**src/rtl/bitops_pkg.sv**
```systemverilog
// Purpose: shared constants for the branch, skip and bit-operation unit
// Assumes: 8-bit data, 16-bit word program counter, 7-bit offsets
// Notes: status register bit order is C Z N V S H T I (bit 0 upward)
package bitops_pkg;
  localparam int FLAG_C = 0;
  localparam int FLAG_Z = 1;
  localparam int FLAG_N = 2;
  localparam int FLAG_V = 3;
  localparam int FLAG_S = 4;
  localparam int FLAG_H = 5;
  localparam int FLAG_T = 6;
  localparam int FLAG_I = 7;
  localparam logic [7:0] STATUS_RESET = 8'h00;
  localparam logic [15:0] PC_RESET = 16'h0000;
  localparam logic [15:0] PC_STEP_ONE = 16'h0001;
  localparam logic [15:0] PC_STEP_TWO = 16'h0002;
  localparam logic [15:0] PC_STEP_THREE = 16'h0003;
  localparam logic [1:0] CYC_ONE = 2'h1;
  localparam logic [1:0] CYC_TWO = 2'h2;
  localparam logic [1:0] CYC_THREE = 2'h3;
  localparam int OFFSET_MSB = 6;

  typedef enum logic [5:0] {
    op_none,
    skip_if_reg_bit_set,
    skip_if_reg_bit_clear,
    skip_if_io_bit_clear,
    skip_if_io_bit_high,
    branch_on_status_bit_set,
    branch_on_status_bit_clear,
    branch_on_equal,
    branch_not_equal,
    branch_carry_high,
    branch_carry_low,
    branch_same_or_higher,
    branch_unsigned_lower,
    branch_on_negative,
    branch_on_positive,
    branch_signed_ge,
    branch_signed_less,
    branch_half_carry_high,
    branch_half_carry_low,
    branch_transfer_high,
    branch_transfer_low,
    branch_overflow_high,
    branch_overflow_low,
    branch_irq_on,
    branch_irq_off,
    set_io_bit,
    clear_io_bit,
    logical_left_shift,
    logical_right_shift,
    rotate_left_carry,
    rotate_right_carry,
    arith_shift_right,
    nibble_swap,
    status_bit_set_op,
    status_bit_clear_op,
    store_reg_bit_to_transfer_flag,
    load_reg_bit_from_transfer_flag,
    global_irq_on,
    global_irq_off,
    overflow_flag_set_op,
    overflow_flag_clear_op,
    sign_flag_set_op,
    sign_flag_clear_op,
    carry_flag_set_op,
    carry_flag_clear_op,
    negative_flag_set_op,
    negative_flag_clear_op,
    zero_flag_set_op,
    zero_flag_clear_op
  } op_t;
endpackage

```
**src/rtl/branch_skip_bit_flag_exec.sv**
```systemverilog
// Purpose: execute stage for skips, flag branches and bit operations
// Assumes: one op per issue pulse; fetch supplies pc, operands and
//   whether the following instruction is two words long
// Notes: results and next pc appear one clock after issue_i
//
// Overview of operation
// - register bit skip, pc +2 or +3
// - io bit clear skip, 1 to 3 cycles
// - io bit set skip, else continue
// - status bit set branch, pc+k+1
// - status bit clear branch, pc+k+1
// - carry branches: set/lower, clear/same-higher
// - signed ge branch when n^v zero
// - signed less branch when n^v one
// - half carry branches, flags untouched
// - transfer flag branches
// - overflow flag branches, 1 or 2 cycles
// - interrupt flag branches, same target
// - io bit set, two cycles, no flags
// - io bit clear, two cycles, no flags
// - rotate left through carry, flags updated
// - rotate right through carry, flags updated
// - arithmetic shift right keeps sign
// - register bit copied to transfer flag
// - transfer flag copied to register bit
// - interrupt enable set and clear
// - overflow flag set and clear
// - sign, carry, negative, zero set/clear
`timescale 1ns/1ps
module branch_skip_bit_flag_exec
  import bitops_pkg::*;
(
  // clock and reset
  input wire logic clk_i,
  input wire logic rst_b_i,
  // issue from fetch
  input wire logic issue_i,
  input wire op_t op_i,
  input wire logic [15:0] pc_i,
  input wire logic [2:0] bit_sel_i,
  input wire logic [6:0] offset_i,
  input wire logic next_is_long_i,
  // operands
  input wire logic [7:0] reg_value_i,
  input wire logic [7:0] io_value_i,
  // program counter update
  output logic pc_load_o,
  output logic [15:0] pc_next_o,
  output logic [1:0] cycles_o,
  output logic taken_o,
  // register write back
  output logic reg_we_o,
  output logic [7:0] reg_wdata_o,
  // io write back
  output logic io_we_o,
  output logic [7:0] io_wdata_o,
  // status register
  output logic [7:0] status_register_o
);
  logic [7:0] status_register;
  logic [7:0] bit_mask;
  logic sel_reg_bit;
  logic sel_io_bit;
  logic sel_status_bit;
  logic signed_lt;
  logic skip_cond;
  logic is_skip;
  logic branch_cond;
  logic is_branch;
  logic is_shift;
  logic [15:0] branch_target;
  logic [15:0] skip_target;
  logic [7:0] shift_result;
  logic shift_c;
  logic shift_z;
  logic shift_n;
  logic shift_v;
  logic [7:0] next_status;
  logic [15:0] next_pc;
  logic [1:0] next_cycles;
  logic next_taken;
  logic next_reg_we;
  logic [7:0] next_reg_wdata;
  logic next_io_we;
  logic [7:0] next_io_wdata;

  assign bit_mask = 8'h01 << bit_sel_i;
  assign sel_reg_bit = reg_value_i[bit_sel_i];
  assign sel_io_bit = io_value_i[bit_sel_i];
  assign sel_status_bit = status_register[bit_sel_i];
  assign signed_lt = status_register[FLAG_N] ^ status_register[FLAG_V];
  // sign-extended offset; wraps within the 16-bit word space
  assign branch_target = pc_i + {{(15 - OFFSET_MSB){offset_i[OFFSET_MSB]}},
    offset_i} + PC_STEP_ONE;
  assign skip_target = pc_i + (next_is_long_i ? PC_STEP_THREE : PC_STEP_TWO);

  shift_unit u_shift (
    .op_i(op_i),
    .operand_i(reg_value_i),
    .carry_i(status_register[FLAG_C]),
    .result_o(shift_result),
    .carry_o(shift_c),
    .zero_o(shift_z),
    .neg_o(shift_n),
    .ovf_o(shift_v)
  );

  // skip conditions
  always_comb begin
    is_skip = 1'b1;
    case (op_i)
      skip_if_reg_bit_set: skip_cond = sel_reg_bit;
      skip_if_reg_bit_clear: skip_cond = ~sel_reg_bit;
      skip_if_io_bit_clear: skip_cond = ~sel_io_bit;
      skip_if_io_bit_high: skip_cond = sel_io_bit;
      default: begin
        skip_cond = 1'b0;
        is_skip = 1'b0;
      end
    endcase
  end

  // branch conditions
  always_comb begin
    is_branch = 1'b1;
    case (op_i)
      branch_on_status_bit_set: branch_cond = sel_status_bit;
      branch_on_status_bit_clear: branch_cond = ~sel_status_bit;
      branch_on_equal: branch_cond = status_register[FLAG_Z];
      branch_not_equal: branch_cond = ~status_register[FLAG_Z];
      branch_on_negative: branch_cond = status_register[FLAG_N];
      branch_on_positive: branch_cond = ~status_register[FLAG_N];
      branch_carry_high: branch_cond = status_register[FLAG_C];
      branch_unsigned_lower: branch_cond = status_register[FLAG_C];
      branch_carry_low: branch_cond = ~status_register[FLAG_C];
      branch_same_or_higher: branch_cond = ~status_register[FLAG_C];
      branch_signed_ge: branch_cond = ~signed_lt;
      branch_signed_less: branch_cond = signed_lt;
      branch_half_carry_high: branch_cond = status_register[FLAG_H];
      branch_half_carry_low: branch_cond = ~status_register[FLAG_H];
      branch_transfer_high: branch_cond = status_register[FLAG_T];
      branch_transfer_low: branch_cond = ~status_register[FLAG_T];
      branch_overflow_high: branch_cond = status_register[FLAG_V];
      branch_overflow_low: branch_cond = ~status_register[FLAG_V];
      branch_irq_on: branch_cond = status_register[FLAG_I];
      branch_irq_off: branch_cond = ~status_register[FLAG_I];
      default: begin
        branch_cond = 1'b0;
        is_branch = 1'b0;
      end
    endcase
  end

  assign is_shift = (op_i == logical_left_shift) ||
    (op_i == logical_right_shift) || (op_i == rotate_left_carry) ||
    (op_i == rotate_right_carry) || (op_i == arith_shift_right);

  // pc and cycle count
  always_comb begin
    next_pc = pc_i + PC_STEP_ONE;
    next_cycles = CYC_ONE;
    next_taken = 1'b0;
    if (is_skip && skip_cond) begin
      // two words skipped costs three cycles
      next_pc = skip_target;
      next_cycles = next_is_long_i ? CYC_THREE : CYC_TWO;
      next_taken = 1'b1;
    end else if (is_branch && branch_cond) begin
      next_pc = branch_target;
      next_cycles = CYC_TWO;
      next_taken = 1'b1;
    end else if (op_i == set_io_bit || op_i == clear_io_bit) begin
      next_cycles = CYC_TWO;
    end
  end

  // status, register and io write back
  always_comb begin
    next_status = status_register;
    next_reg_we = 1'b0;
    next_reg_wdata = reg_value_i;
    next_io_we = 1'b0;
    next_io_wdata = io_value_i;
    case (op_i)
      set_io_bit: begin
        next_io_we = 1'b1;
        next_io_wdata = io_value_i | bit_mask;
      end
      clear_io_bit: begin
        next_io_we = 1'b1;
        next_io_wdata = io_value_i & ~bit_mask;
      end
      nibble_swap: begin
        next_reg_we = 1'b1;
        next_reg_wdata = shift_result;
      end
      status_bit_set_op: next_status = status_register | bit_mask;
      status_bit_clear_op: next_status = status_register & ~bit_mask;
      store_reg_bit_to_transfer_flag: next_status[FLAG_T] = sel_reg_bit;
      load_reg_bit_from_transfer_flag: begin
        next_reg_we = 1'b1;
        next_reg_wdata = status_register[FLAG_T] ? (reg_value_i | bit_mask)
          : (reg_value_i & ~bit_mask);
      end
      global_irq_on: next_status[FLAG_I] = 1'b1;
      global_irq_off: next_status[FLAG_I] = 1'b0;
      overflow_flag_set_op: next_status[FLAG_V] = 1'b1;
      overflow_flag_clear_op: next_status[FLAG_V] = 1'b0;
      sign_flag_set_op: next_status[FLAG_S] = 1'b1;
      sign_flag_clear_op: next_status[FLAG_S] = 1'b0;
      carry_flag_set_op: next_status[FLAG_C] = 1'b1;
      carry_flag_clear_op: next_status[FLAG_C] = 1'b0;
      negative_flag_set_op: next_status[FLAG_N] = 1'b1;
      negative_flag_clear_op: next_status[FLAG_N] = 1'b0;
      zero_flag_set_op: next_status[FLAG_Z] = 1'b1;
      zero_flag_clear_op: next_status[FLAG_Z] = 1'b0;
      default: begin
        // shifts update z c n v only
        if (is_shift) begin
          next_reg_we = 1'b1;
          next_reg_wdata = shift_result;
          next_status[FLAG_C] = shift_c;
          next_status[FLAG_Z] = shift_z;
          next_status[FLAG_N] = shift_n;
          next_status[FLAG_V] = shift_v;
        end
      end
    endcase
  end

  always_ff @(posedge clk_i or negedge rst_b_i) begin
    if (!rst_b_i) begin
      status_register <= STATUS_RESET;
    end else if (issue_i) begin
      status_register <= next_status;
    end
  end

  // outputs registered; strobes last one clock
  // fetch waits on this pulse, so it must never stretch
  always_ff @(posedge clk_i or negedge rst_b_i) begin
    if (!rst_b_i) begin
      pc_load_o <= 1'b0;
    end else begin
      pc_load_o <= issue_i;
    end
  end

  // write strobes gated by issue, never by data alone
  always_ff @(posedge clk_i or negedge rst_b_i) begin
    if (!rst_b_i) begin
      reg_we_o <= 1'b0;
    end else begin
      reg_we_o <= issue_i & next_reg_we;
    end
  end

  always_ff @(posedge clk_i or negedge rst_b_i) begin
    if (!rst_b_i) begin
      io_we_o <= 1'b0;
    end else begin
      io_we_o <= issue_i & next_io_we;
    end
  end

  // mirrors the internal copy, same edge, no lag
  always_ff @(posedge clk_i or negedge rst_b_i) begin
    if (!rst_b_i) begin
      status_register_o <= STATUS_RESET;
    end else begin
      status_register_o <= issue_i ? next_status : status_register;
    end
  end

  // data outputs hold until the next issue
  always_ff @(posedge clk_i or negedge rst_b_i) begin
    if (!rst_b_i) begin
      pc_next_o <= PC_RESET;
    end else if (issue_i) begin
      pc_next_o <= next_pc;
    end
  end

  always_ff @(posedge clk_i or negedge rst_b_i) begin
    if (!rst_b_i) begin
      cycles_o <= CYC_ONE;
    end else if (issue_i) begin
      cycles_o <= next_cycles;
    end
  end

  always_ff @(posedge clk_i or negedge rst_b_i) begin
    if (!rst_b_i) begin
      taken_o <= 1'b0;
    end else if (issue_i) begin
      taken_o <= next_taken;
    end
  end

  always_ff @(posedge clk_i or negedge rst_b_i) begin
    if (!rst_b_i) begin
      reg_wdata_o <= 8'h00;
    end else if (issue_i) begin
      reg_wdata_o <= next_reg_wdata;
    end
  end

  always_ff @(posedge clk_i or negedge rst_b_i) begin
    if (!rst_b_i) begin
      io_wdata_o <= 8'h00;
    end else if (issue_i) begin
      io_wdata_o <= next_io_wdata;
    end
  end
endmodule

```
**src/rtl/shift_unit.sv**
```systemverilog
// Purpose: single-cycle shift, rotate and nibble-swap datapath
// Assumes: combinational, driven from the execute stage
// Notes: flags follow the usual shift convention, v = n xor c
`timescale 1ns/1ps
module shift_unit
  import bitops_pkg::*;
(
  // operation and operands
  input wire op_t op_i,
  input wire logic [7:0] operand_i,
  input wire logic carry_i,
  // results
  output logic [7:0] result_o,
  output logic carry_o,
  output logic zero_o,
  output logic neg_o,
  output logic ovf_o
);
  always_comb begin
    result_o = operand_i;
    carry_o = carry_i;
    case (op_i)
      logical_left_shift: begin
        result_o = {operand_i[6:0], 1'b0};
        carry_o = operand_i[7];
      end
      logical_right_shift: begin
        result_o = {1'b0, operand_i[7:1]};
        carry_o = operand_i[0];
      end
      rotate_left_carry: begin
        result_o = {operand_i[6:0], carry_i};
        carry_o = operand_i[7];
      end
      rotate_right_carry: begin
        result_o = {carry_i, operand_i[7:1]};
        carry_o = operand_i[0];
      end
      arith_shift_right: begin
        result_o = {operand_i[7], operand_i[7:1]};
        carry_o = operand_i[0];
      end
      nibble_swap: begin
        result_o = {operand_i[3:0], operand_i[7:4]};
      end
      default: begin
        result_o = operand_i;
      end
    endcase
    zero_o = (result_o == 8'h00);
    neg_o = result_o[7];
    ovf_o = result_o[7] ^ carry_o;
  end
endmodule
```
**config.mk**
```make
export PLATFORM = sky130hd
export DESIGN_NAME = branch_skip_bit_flag_exec
export DESIGN_NICKNAME = d
export VERILOG_FILES = /design/src/rtl/bitops_pkg.sv /design/src/rtl/branch_skip_bit_flag_exec.sv /design/src/rtl/shift_unit.sv
export SDC_FILE = /design/constraint.sdc
export NUM_CORES = 1
export LEC_CHECK = 0
export BUFFER_PORTS_ARGS = -buffer_cell sky130_fd_sc_hd__buf_2
export CELL_PAD_IN_SITES_DETAIL_PLACEMENT = 1
export CELL_PAD_IN_SITES_GLOBAL_PLACEMENT = 1
export CORE_AREA = 2 2 146 148
export CTS_BUF_LIST = sky130_fd_sc_hd__clkbuf_4
export DETAILED_ROUTE_END_ITERATION = 7
export DIE_AREA = 0 0 148 150
export GPL_TIMING_DRIVEN = 0
export MAX_ROUTING_LAYER = met4
export PLACE_DENSITY = 0.49
export SYNTH_ARGS = -nofsm -noshare
export SYNTH_HDL_FRONTEND = slang
export SYNTH_SLANG_ARGS = --single-unit
```
**constraint.sdc**
```tcl
create_clock -name clk_i -period 3.1 [get_ports clk_i]
set_input_delay 0.155 -clock clk_i [delete_from_list [all_inputs] [get_ports clk_i]]
set_output_delay 0.155 -clock clk_i [all_outputs]
set_load 0.1 [all_outputs]
```
== Word level (Yosys, flattened, before mapping) ==
Index checks and enable logic that the tools add are counted.

* Logic and storage cells: 170
* Input port bits: 52
* Output and inout bits: 46
* Flip-flop bits (word level): 46

* Mux-type cells: 37
* Add/sub/neg operators: 4
* Shift-type cells: 1
* Equality and inequality tests: 48
* Magnitude comparators: 1
* Reduce and logical (&&, ||, !) cells: 37
* Bitwise gates (word level): 26

{| class="wikitable"
|+ Operators by type and width
! kind !! count
|-
| 6-bit == test (second input constant) || 17
|-
| 6-bit by 5-bit == test with 1-bit output (second input constant) || 16
|-
| 15-bit OR reduction || 4
|-
| 6-bit by 4-bit == test with 1-bit output (second input constant) || 8
|-
| 8-bit one-hot mux with 6 select lines || 1
|-
| 16-bit by 1-bit adder with 16-bit output (second input constant) || 2
|-
| 16-bit 2-to-1 mux || 2
|-
| 8-bit bitwise AND || 3
|-
| 6-bit by 3-bit == test with 1-bit output (second input constant) || 4
|-
| 8-bit bitwise OR || 3
|-
| 8-bit one-hot mux with 3 select lines || 1
|-
| 1-bit one-hot mux with 5 select lines || 4
|-
| 5-bit nonzero test || 4
|-
| 20-bit OR reduction || 1
|-
| 1-bit one-hot mux with 18 select lines || 1
|-
| 17-bit OR reduction || 1
|-
| 16-bit adder || 1
|-
| 16-bit by 2-bit adder with 16-bit output || 1
|-
| 8-bit 2-to-1 mux || 2
|-
| 8-bit one-hot mux with 2 select lines || 1
|-
| 1-bit NOT || 15
|-
| 6-bit by 2-bit == test with 1-bit output (second input constant) || 2
|-
| 1-bit one-hot mux with 4 select lines || 3
|-
| 3-bit AND reduction || 4
|-
| other kinds (22) || 53
|}

== Depth between registers and ports, before layout ==
Gate-level depths: netlist of the first run.

* Depth in word-level cells: 8
* Mapped depth: 12
* Mapped depth without buffers: 11

== Cells and area by module ==
Synthesis of the first run repeated with hierarchy kept, for this count alone.

* Cell total of the unflattened synthesis: 624
* Area, all modules: 4917.2 µm²

{| class="wikitable"
|+ By module, submodules not included
! module !! sequential area each (µm²) !! times used !! cells an instance !! area each (µm²)
|-
| branch_skip_bit_flag_exec || 1152.4 || 1 || 568 || 4528.1
|-
| shift_unit || 0.0 || 1 || 56 || 389.1
|}

== Least setup slack after synthesis of the first run ==
Ideal clock, no wire load.

* Path type: flip-flop to flip-flop
* From: register status_register_o[6] (netlist name)
* To: register pc_next_o[15]
* Setup time: 92 ps
* Path slack: -178 ps
* Buffers on the path: 1
* Required time: 3008 ps
* Stages on the path, launching flop included: 10
* Data arrival time: 3187 ps
* Clock period less this slack: 3278 ps
* Cells stage by stage: dfrtp_1 -> buf_2 -> mux4_1 -> mux2i_1 -> mux2_1 -> o2111ai_2 -> a21oi_2 -> or4_1 -> and4_4 -> o31ai_2

{| class="wikitable"
|+ RTL lines
! item !! line !! text
|-
| to (signal assigned) || branch_skip_bit_flag_exec.sv:280 || <nowiki>pc_next_o <= next_pc;</nowiki>
|-
| to (decl) || branch_skip_bit_flag_exec.sv:48 || <nowiki>output logic [15:0] pc_next_o,</nowiki>
|}

==> results of run 1 <==
## synth_stat cells (all sizes together) (3+ instances only)
cell	count	area (um2)
a221oi	7	61.3
nand4	6	37.5
ha	18	225
a22oi	3	22.5
nor4b	3	41.3
inv	16	60.1
a31o	3	26.3
o31a	4	35.0
a211oi	6	45.0
o211ai	7	52.6
clkbuf	22	82.6
o22a	3	26.3
o22ai	4	25.0
nand3	25	125
nor3b	3	22.5
mux4	3	75.1
nor3	27	135
a211o	3	26.3
dfrtp	45	1130
o21ai	32	160
a222oi	5	50.1
a21o	5	37.5
nor4	4	25.0
nor2	81	304
a22o	3	26.3
or2	3	18.8
o31ai	7	57.6
mux2	10	113
a31oi	8	50.1
xnor2	13	114
nand2b	9	56.3
xor2	26	228
mux2i	20	200
o21a	5	37.5
a41oi	5	43.8
a21oi	48	244
buf	21	124
nor2b	11	68.8
nand2	75	284
and2	3	21.3
and3	9	56.3
nand3b	5	37.5
## timing repair
| item | in CTS | in global routing |
|---|---|---|
| endpoints found under the setup margin | 1 | 3 |
| hold endpoints to repair | 34 | 0 |
| resized for setup | 1 | 0 |
| hold buffers | 4 | 0 |
| pin swaps | 1 | 1 |
| setup buffers | 1 | 1 |
## cell type report
| class | count | share of cell area (%) |
|---|---|---|
| clock inverter | 2 | 0.215 |
| sequential | 46 | 20.0 |
| antenna | 1 | 0.0430 |
| inverter | 16 | 1.03 |
| timing repair buffer | 99 | 8.95 |
| tap | 275 | 5.92 |
| clock buffer | 6 | 0.774 |
| buffer | 42 | 3.46 |
| multi-input combinational | 538 | 59.6 |
## logic make-up after synthesis
logic type | count (synthesis) | share of synthesized area [%]
adder cells (fa/ha/maj) | 19 | 5.02
flip-flops | 46 | 23.6
multiplexers | 33 | 7.95
AND/OR/NAND/NOR | 271 | 26.5
buffers and inverters | 59 | 5.46
XOR/XNOR | 39 | 7.00
AO/OA/AOI/OAI | 176 | 24.5
## metrics by stage
step	instances	total power, mW
finish	1025	2.61
global route	1025	2.74
CTS	1024	2.62
detailed placement	1011	2.25
global placement	1011	2.23
floorplan	643	1.87
## worst paths after layout
check                                                  from                                to
setup reg to reg           status_register_o[0]$_DFFE_PN0P_         pc_next_o[15]$_DFFE_PN0P_
max in group asynchronous                           rst_b_i  status_register_o[7]$_DFFE_PN0P_
hold reg to reg                    pc_next_o[4]$_DFFE_PN0P_          pc_next_o[4]$_DFFE_PN0P_
hold / removal                                io_value_i[1]         io_wdata_o[1]$_DFFE_PN0P_
setup / recovery           status_register_o[0]$_DFFE_PN0P_         pc_next_o[15]$_DFFE_PN0P_
min in group asynchronous                           rst_b_i  status_register_o[3]$_DFFE_PN0P_
## layer usage
layer	part of all wire, %	vias to the layer above
li1	-	2576
met1	44	2726
met2	51	114
met3	3.2	35
met4	2.5	0
met5	0	-
## power groups by stage
stage / registers (mW) / logic (mW) / clock network (mW)
3_3_place_gp: 0.798 / 1.43 / 0
6_report: 0.789 / 1.45 / 0.366
3_5_place_dp: 0.801 / 1.45 / 0
2_1_floorplan: 1.36 / 0.512 / 0
4_1_cts: 0.789 / 1.46 / 0.375
5_1_grt: 0.801 / 1.54 / 0.396
## registers in the layout (all words and copies together), names as in the netlist, named ones only
register / cells
reg_wdata_o: 8
cycles_o: 2
reg_we_o: 1
pc_load_o: 1
io_wdata_o: 8
status_register_o: 7
taken_o: 1
pc_next_o: 16
io_we_o: 1
## cell usage in the layout, fill, tap and decap left out, types with 5 or more instances in the layout
master / synthesis / layout
a211oi_1: 6 / 6
a21o_1: 5 / 5
a21oi_1: 47 / 47
a221oi_1: 7 / 7
a222oi_1: 5 / 5
a31oi_1: 8 / 8
a41oi_1: 5 / 5
and3_1: 9 / 9
buf_2: 12 / 104
clkbuf_1: 22 / 22
clkbuf_4: 0 / 6
dfrtp_1: 45 / 38
dfrtp_2: 0 / 7
ha_1: 18 / 18
inv_1: 15 / 15
mux2_2: 9 / 9
mux2i_1: 20 / 20
nand2_1: 74 / 74
nand2b_1: 9 / 9
nand3_1: 25 / 25
nand3b_1: 5 / 5
nand4_1: 6 / 6
nor2_1: 81 / 81
nor2b_1: 11 / 11
nor3_1: 27 / 27
o211ai_1: 7 / 7
o21a_1: 5 / 5
o21ai_0: 24 / 24
o21ai_1: 8 / 8
o31ai_1: 6 / 6
xnor2_1: 13 / 13
xor2_1: 26 / 26
## critical path: stages, from the launching register on
cell and delay [ns]:
dfrtp_1 0.58, mux4_1 0.55, mux2i_1 0.17, mux2_1 0.35, o2111ai_2 0.14, a21oi_4 0.10
or4_1 0.57, and4_4 0.22, o31ai_2 0.20
==> flow_summary.ini, run 1 <==
[timing]
setup_ws_ns = 0.139
setup_tns_ns = 0
final.period_utilization_pct = 95.5
max_freq_mhz = 338
clock_skew_ns = 0.0230
hold_violations = 0
tightest_slew_ns = 1.17
drv_slew = 0
period_needed_ns = 2.96
rsz0062_at_grt = false
maxSlewHeadroom_pct = 21.8
setup_violations = 0
hold_slack_ns = 0.0144

[clocking]
cts_tree = built
htreeDepth = 2
root_buffer = clkbuf_4
clk_latency_ns = 0.45
cts_buffers = 5
clk_pin_slew_worst_paths_ns = 0.19
cts_max_path_buffers = 2
clock-sinks = 46

[finish]
final_core_util_pct = 28.1
nFillCells = 2584
design_area_um2 = 5820
drive_gt1_share_pct = 19.9
regArea_um2 = 1160
multiInputGateArea_um2 = 3470
syn2layout_area_growth_pct = 19.2
final_nets = 819

[floorplan]
initial_utilization_pct = 23.6
die-height_um = 150
core_um2 = 20700
ioPinCount = 98
rows = 53
die-width_um = 148
die_area_um2 = 22200

[drt]
drtIter0Drc = 328
drc = 0
vias_per_cell = 5.32
drtAntennaViolNets = 0
wl_um = 20900
via_count = 5451
dr.pass1.iters = 5
wl_per_cell_um = 20.4

[worst_setup_path]
cp_max_fo = 9
cp-start-kind = flop
worstPathArrival_ns = 3.33
cp_data_required_time_ns = 3.47
crit_type = flop to flop
reg2reg_depth = 8
cp-end-kind = flop
ff2ff_setup_slack_ns = 0.14

[global_route]
met2_usage_pct = 34.2
grt_pass1_vias = 5667
grt_busiest_layer = met2
grt_use_total_pct = 19.4
grt_pass1_wl_um = 32400
met3_usage_pct = 2.53
grt-ovfl-total = 0
antenna_found_initial = 1
grt_max_degree = 47
grtUsageMet1_pct = 23.1

[logic_synthesis]
synthCells = 643
synth_edf_count = 0
synth-seq-cells = 46
syn_area_um2 = 4880
synth_cell_types = 78
yosys_warnings = 0
synthFlopType = dfrtp_1
syn_nets = 714
postSynth.asyncResetShare_pct = 100
ys_seq_area_share_pct = 23.6
avgSynthCellArea_um2 = 7.59

[power]
p_leak_nw = 2.41
peakVddDrop_v = 0.000278
p_sw_share_pct = 56.2
cellPowerDensity_nw_per_um2 = 448
power.share.clock_pct = 14.1
p_sw_mw = 1.46
p_comb_share_pct = 55.7
p_int_mw = 1.14
pwr-share-seq_pct = 30.3

[run_status]
status = complete, no violations

[worst_hold_path]
hold_depth = 3
hp-class = input port to flop

[placed_design]
io_buffers = 93
finalWeightedCongestion = 0.861
post-dp-hpwl_um = 16300
dp_worst_setup_slack_ns = -0.00264
place_area_um2 = 5700

[flow_run]
cap_violations = 0
No activity file was read; power rests on OpenSTA's default activity.
==> run 2: changes to the inputs <==
--- a/config.mk
+++ b/config.mk
@@ -15,6 +15,8 @@
 export GPL_TIMING_DRIVEN = 0
 export MAX_ROUTING_LAYER = met4
 export PLACE_DENSITY = 0.49
+export SETUP_SLACK_MARGIN = 0.4
 export SYNTH_ARGS = -nofsm -noshare
 export SYNTH_HDL_FRONTEND = slang
 export SYNTH_SLANG_ARGS = --single-unit
+export TNS_END_PERCENT = 1
==> run 2 against run 1 <==
  * Worst setup slack gained 0.18 ns
  * Sequential power hardly changed
  * Largest cell class unchanged
  * Largest power group unchanged
  * Clock power fell by 7.1%
  * Highest routed layer unchanged
==> flow_summary.ini, run 2 (synthesis gave the netlist of run 1 again) <==
[worst_setup_path]
worstPathArrival_ns = 3.11
cp-start-kind = flop
path_cells = mux4_1 -> mux2i_1 -> mux2_4 -> o2111ai_4 -> a21o_1 -> buf_6 -> mux2i_2 -> o21ai_2 -> mux2_4
slowest_delay_ns = 0.54
worst-path-buf-inv = 1
crit_cells = 9
crit_top_cell = mux2_4
crit_type = flop to flop
cp-end-kind = flop
critPathSlowestCell = mux4_1
critPathTopFamily = multiplexers
crit_start = status_register_o[0]$_DFFE_PN0P_
reg2reg_depth = 9
cp_max_fo = 9
r2r-start = status_register_o[0]$_DFFE_PN0P_
ff2ff_setup_slack_ns = 0.32
cp_data_required_time_ns = 3.43
rr_endpoint = pc_next_o[7]$_DFFE_PN0P_

[drt]
via_count = 5391
wl_per_cell_um = 20.6
dr.pass1.iters = 7
drtAntennaViolNets = 0
vias_per_cell = 5.24
drc = 0
wl_um = 21200
drtIter0Drc = 280

[power]
p_int_mw = 1.14
peakVddDrop_v = 0.000132
cellPowerDensity_nw_per_um2 = 442
p_comb_share_pct = 56.6
pwr-share-seq_pct = 30.3
p_sw_share_pct = 56.1
p_leak_nw = 2.43
p_sw_mw = 1.46
power.share.clock_pct = 13.1

[clocking]
root_buffer = clkbuf_4
cts_tree = built
cts_buffers = 5
cts_max_path_buffers = 2
clk_latency_ns = 0.43
htreeDepth = 2
clock-sinks = 46
clk_pin_slew_worst_paths_ns = 0.16

[floorplan]
core_um2 = 20700
initial_utilization_pct = 23.6
ioPinCount = 98
die-width_um = 148
die-height_um = 150
die_area_um2 = 22200
rows = 53

[timing]
maxSlewHeadroom_pct = 23.6
hold_violations = 0
setup_ws_ns = 0.321
setup_tns_ns = 0
clock_skew_ns = 0.00720
setup_violations = 0
drv_slew = 0
final.period_utilization_pct = 89.6
max_freq_mhz = 360
tightest_slew_ns = 1.15
rsz0062_at_grt = true
period_needed_ns = 2.78

[global_route]
antenna_found_initial = 1
grt-ovfl-total = 0
grt_pass1_vias = 5718
grt_use_total_pct = 19.6
grt_pass1_wl_um = 32700
grt_max_degree = 47

[finish]
reg.largest.list = pc_next_o (16), io_wdata_o (8), reg_wdata_o (8)
final_nets = 822
top_register = pc_next_o
most-common-layout-cells = 105 x buf_2, 81 x nor2_1, 74 x nand2_1, 47 x a21oi_1, 37 x dfrtp_1
multiInputGateArea_um2 = 3490
mostFrequentLayoutCell = buf_2
regArea_um2 = 1160
drive_gt1_share_pct = 21.1
nFillCells = 2580
syn2layout_area_growth_pct = 20.4
largest_reg_flops = 16

[placed_design]
post-dp-hpwl_um = 16500
dp_worst_setup_slack_ns = 0.101
io_buffers = 93
finalWeightedCongestion = 0.890

[worst_hold_path]
hold_depth = 3
hold_start = io_value_i[1]
min_to = io_wdata_o[1]$_DFFE_PN0P_
hp-class = input port to flop

[run_status]
status = complete, no violations

[flow_run]
cap_violations = 0
[run 2: worst max-delay path by stage]
| stage | to | slack, ns |
|---|---|---|
| floorplan | pc_next_o[15]$_DFFE_PN0P_ | 0.34 |
| global placement | pc_next_o[12]$_DFFE_PN0P_ | 0.09 |
| finish | pc_next_o[7]$_DFFE_PN0P_ | 0.32 |
| CTS | pc_next_o[7]$_DFFE_PN0P_ | 0.28 |
| detailed placement | pc_next_o[7]$_DFFE_PN0P_ | 0.10 |
| global route | pc_next_o[6]$_DFFE_PN0P_ | 0.20 |
[run 2: power groups by stage]
| stage | Sequential, mW | Clock, mW | Combinational (mW) |
|---|---|---|---|
| 2_1_floorplan | 1.36 | 0 | 0.515 |
| 3_3_place_gp | 0.799 | 0 | 1.44 |
| 3_5_place_dp | 0.803 | 0 | 1.45 |
| 4_1_cts | 0.793 | 0.360 | 1.47 |
| 5_1_grt | 0.802 | 0.380 | 1.56 |
| 6_report | 0.787 | 0.340 | 1.47 |
[run 2: repair_timing]
action | in CTS | in global routing
buffers inserted | 4 | 0
gates resized for setup | 6 | 4
endpoints found under the setup margin | 14 | 14
hold buffers | 3 | 0
pin swaps | 2 | 2
gates cloned | 1 | 0
hold endpoints to repair | 47 | 0
[run 2: final cells by class]
cell class	instances	area share [%]
Buffer	43	3.83
Sequential cell	46	19.8
Inverter	16	1.02
Antenna cell	1	0.0426
Tap cell	275	5.86
Multi-Input combinational cell	538	59.4
Clock inverter	3	0.319
Clock buffer	5	0.639
Timing Repair Buffer	101	9.03
[run 2: per-layer routing]
metal  share of wire (%)  global-route usage [%]  vias to the layer above
met5                   0                       -                        -
met2                  52                    35.4                      109
li1                    -                       -                     2569
met1                  43                    23.2                     2692
met3                 3.1                    2.56                       21
met4                 1.4                    4.48                        0
[run 2: through the flow]
stage | cell area, um2 | total power, mW | hold slack, ns | util (%) | cells
global route | 5880 | 2.74 | 0.00217 | 28.4 | 1028
detailed placement | 5710 | 2.26 | 0.384 | 27.6 | 1011
CTS | 5860 | 2.62 | 0.00606 | 28.3 | 1027
global placement | 5710 | 2.24 | 0.382 | 27.6 | 1011
floorplan | 4900 | 1.88 | -0.141 | - | 643
finish | 5880 | 2.60 | 0.0224 | 28.4 | 1028
[run 2: worst register-to-register path, stage by stage, from the launching register on]
cell and delay [ns]:
dfrtp_2 0.53, mux4_1 0.54, mux2i_1 0.20, mux2_4 0.34, o2111ai_4 0.10, a21o_1 0.23
buf_6 0.17, mux2i_2 0.24, o21ai_2 0.09, mux2_4 0.26
==> run 3: changes to the inputs <==
--- a/config.mk
+++ b/config.mk
@@ -8,13 +8,13 @@
 export BUFFER_PORTS_ARGS = -buffer_cell sky130_fd_sc_hd__buf_2
 export CELL_PAD_IN_SITES_DETAIL_PLACEMENT = 1
 export CELL_PAD_IN_SITES_GLOBAL_PLACEMENT = 1
-export CORE_AREA = 2 2 146 148
+export CORE_AREA = 2 2 111 113
 export CTS_BUF_LIST = sky130_fd_sc_hd__clkbuf_4
 export DETAILED_ROUTE_END_ITERATION = 7
-export DIE_AREA = 0 0 148 150
-export GPL_TIMING_DRIVEN = 0
+export DIE_AREA = 0 0 113 115
+export GPL_TIMING_DRIVEN = 1
 export MAX_ROUTING_LAYER = met4
-export PLACE_DENSITY = 0.49
+export PLACE_DENSITY = 0.8
 export SETUP_SLACK_MARGIN = 0.4
 export SYNTH_ARGS = -nofsm -noshare
 export SYNTH_HDL_FRONTEND = slang
==> run 3 against run 2 <==
  * The flow now finishes with violations (DRC)
  * First-iteration DRC count grew 29%
  * Register-to-register slack gained 0.07 ns
  * Critical path depth is the same
  * Clock power shrank 2%
  * Sequential share of layout area grew 0.60 points
  * Largest cell class unchanged
==> flow_summary.ini, run 3 (synthesis gave the netlist of run 1 again) <==
[run_status]
status = finished, violations left
violations = DRC

[worst_setup_path]
crit_start = status_register_o[6]$_DFFE_PN0P_
crit_type = flop to flop
cp-end-kind = flop
cp_max_fo = 6
cp_data_required_time_ns = 3.41
cp-start-kind = flop
ff2ff_setup_slack_ns = 0.39
r2r-start = status_register_o[6]$_DFFE_PN0P_
worstPathArrival_ns = 3.02
rr_endpoint = pc_next_o[15]$_DFFE_PN0P_
reg2reg_depth = 9

[timing]
setup_violations = 0
final.period_utilization_pct = 87.5
period_needed_ns = 2.71
tightest_slew_ns = 0.899
setup_tns_ns = 0
drv_slew = 0
hold_violations = 0
rsz0062_at_grt = true
clock_skew_ns = 0.0159
setup_ws_ns = 0.389
maxSlewHeadroom_pct = 39.6
max_freq_mhz = 369

[finish]
most-common-layout-cells = 97 x buf_2, 81 x nor2_1, 74 x nand2_1, 47 x a21oi_1, 38 x dfrtp_1
largest_reg_flops = 16
design_area_um2 = 5700
mostFrequentLayoutCell = buf_2
drive_gt1_share_pct = 23.0
final_cells = 877
final_nets = 799
top_register = pc_next_o
syn2layout_area_growth_pct = 16.7
reg.largest.list = pc_next_o (16), io_wdata_o (8), reg_wdata_o (8)

[worst_hold_path]
hold_start = io_value_i[1]
hold_depth = 3
hp-class = input port to flop
min_to = io_wdata_o[1]$_DFFE_PN0P_

[flow_run]
cap_violations = 0

[floorplan]
die_area_um2 = 13000
initial_utilization_pct = 41.3
die-width_um = 113
core_um2 = 11800
rows = 40
ioPinCount = 98
die-height_um = 115

[global_route]
grt_use_total_pct = 27.8
grt_max_degree = 52
grt_pass1_wl_um = 28300
grt-ovfl-total = 0
grt_pass1_vias = 5508
antenna_found_initial = 0

[placed_design]
io_buffers = 97
place_inst = 862
dp_worst_setup_slack_ns = 0.395
place_area_um2 = 5510
post-dp-hpwl_um = 13400
finalWeightedCongestion = 0.941

[clocking]
clock-sinks = 46
clk_latency_ns = 0.40
cts_tree = built
htreeDepth = 2
root_buffer = clkbuf_4
clk_pin_slew_worst_paths_ns = 0.16
cts_max_path_buffers = 2
cts_buffers = 5

[drt]
via_count = 5429
drc = 9
vias_per_cell = 6.19
dr.pass1.iters = 8
wl_per_cell_um = 20.7
drtAntennaViolNets = 0
wl_um = 18100
drtIter0Drc = 360

[power]
p_leak_nw = 2.44
totalPowerFinal_mw = 2.58
cellPowerDensity_nw_per_um2 = 453
peakVddDrop_v = 0.000235
run 3: cell type report:
class	instances	area, um2
fillers	1527	6110
multi-input cells	538	3510
flip-flops and latches	46	1160
repair buffers	121	716
well taps	147	184
inverters	16	60.1
clock buffers	6	45.0
clock inverters	2	12.5
diodes	1	2.50
run 3: what timing repair did:
action,4_1_cts,5_1_grt
pin swaps,0,1
endpoints found under the hold margin,32,0
setup endpoints to repair,6,10
buffers inserted,0,3
cloned,0,2
hold buffers,1,0
resized for setup,1,10
run 3: worst max path at each step:
stage	endpoint	slack, ns
after floorplan	pc_next_o[15]$_DFFE_PN0P_	0.34
after global placement	pc_next_o[9]$_DFFE_PN0P_	0.46
after detailed placement	pc_next_o[9]$_DFFE_PN0P_	0.39
after CTS	pc_next_o[3]$_DFFE_PN0P_	0.38
after global routing	pc_next_o[1]$_DFFE_PN0P_	0.33
final	pc_next_o[15]$_DFFE_PN0P_	0.39
run 3: routing by layer:
layer | track usage (%) | wire, um | vias to the layer above
met2 | 49.5 | 9300 | 197
met5 | - | 0 | -
met4 | 10.1 | 641 | 0
met1 | 32.6 | 7360 | 2661
li1 | - | - | 2523
met3 | 2.95 | 841 | 48
run 3: worst max-delay path, cell delays in order, from the launching register on:
cell and delay (ns):
dfrtp_4 0.55, mux4_2 0.48, mux2i_2 0.20, mux2_4 0.20, o2111ai_4 0.13, a21o_4 0.30, clkbuf_16 0.17, a211o_1 0.26
and4_4 0.18, o31ai_2 0.16
run 3: report_power, final:
part	switching, mW	internal [mW]	total [mW]
registers	0.0787	0.689	0.768
logic	1.11	0.370	1.48
clock network	0.234	0.0990	0.333
run 3: stage by stage:
| stage | util [%] | hold slack (ns) |
|---|---|---|
| 2_1_floorplan | - | -0.141 |
| 3_3_place_gp | 46.7 | 0.310 |
| 3_5_place_dp | 46.7 | 0.318 |
| 4_1_cts | 47.3 | 0.0469 |
| 5_1_grt | 48.2 | 0.0562 |
| 6_report | 48.2 | 0.0480 |
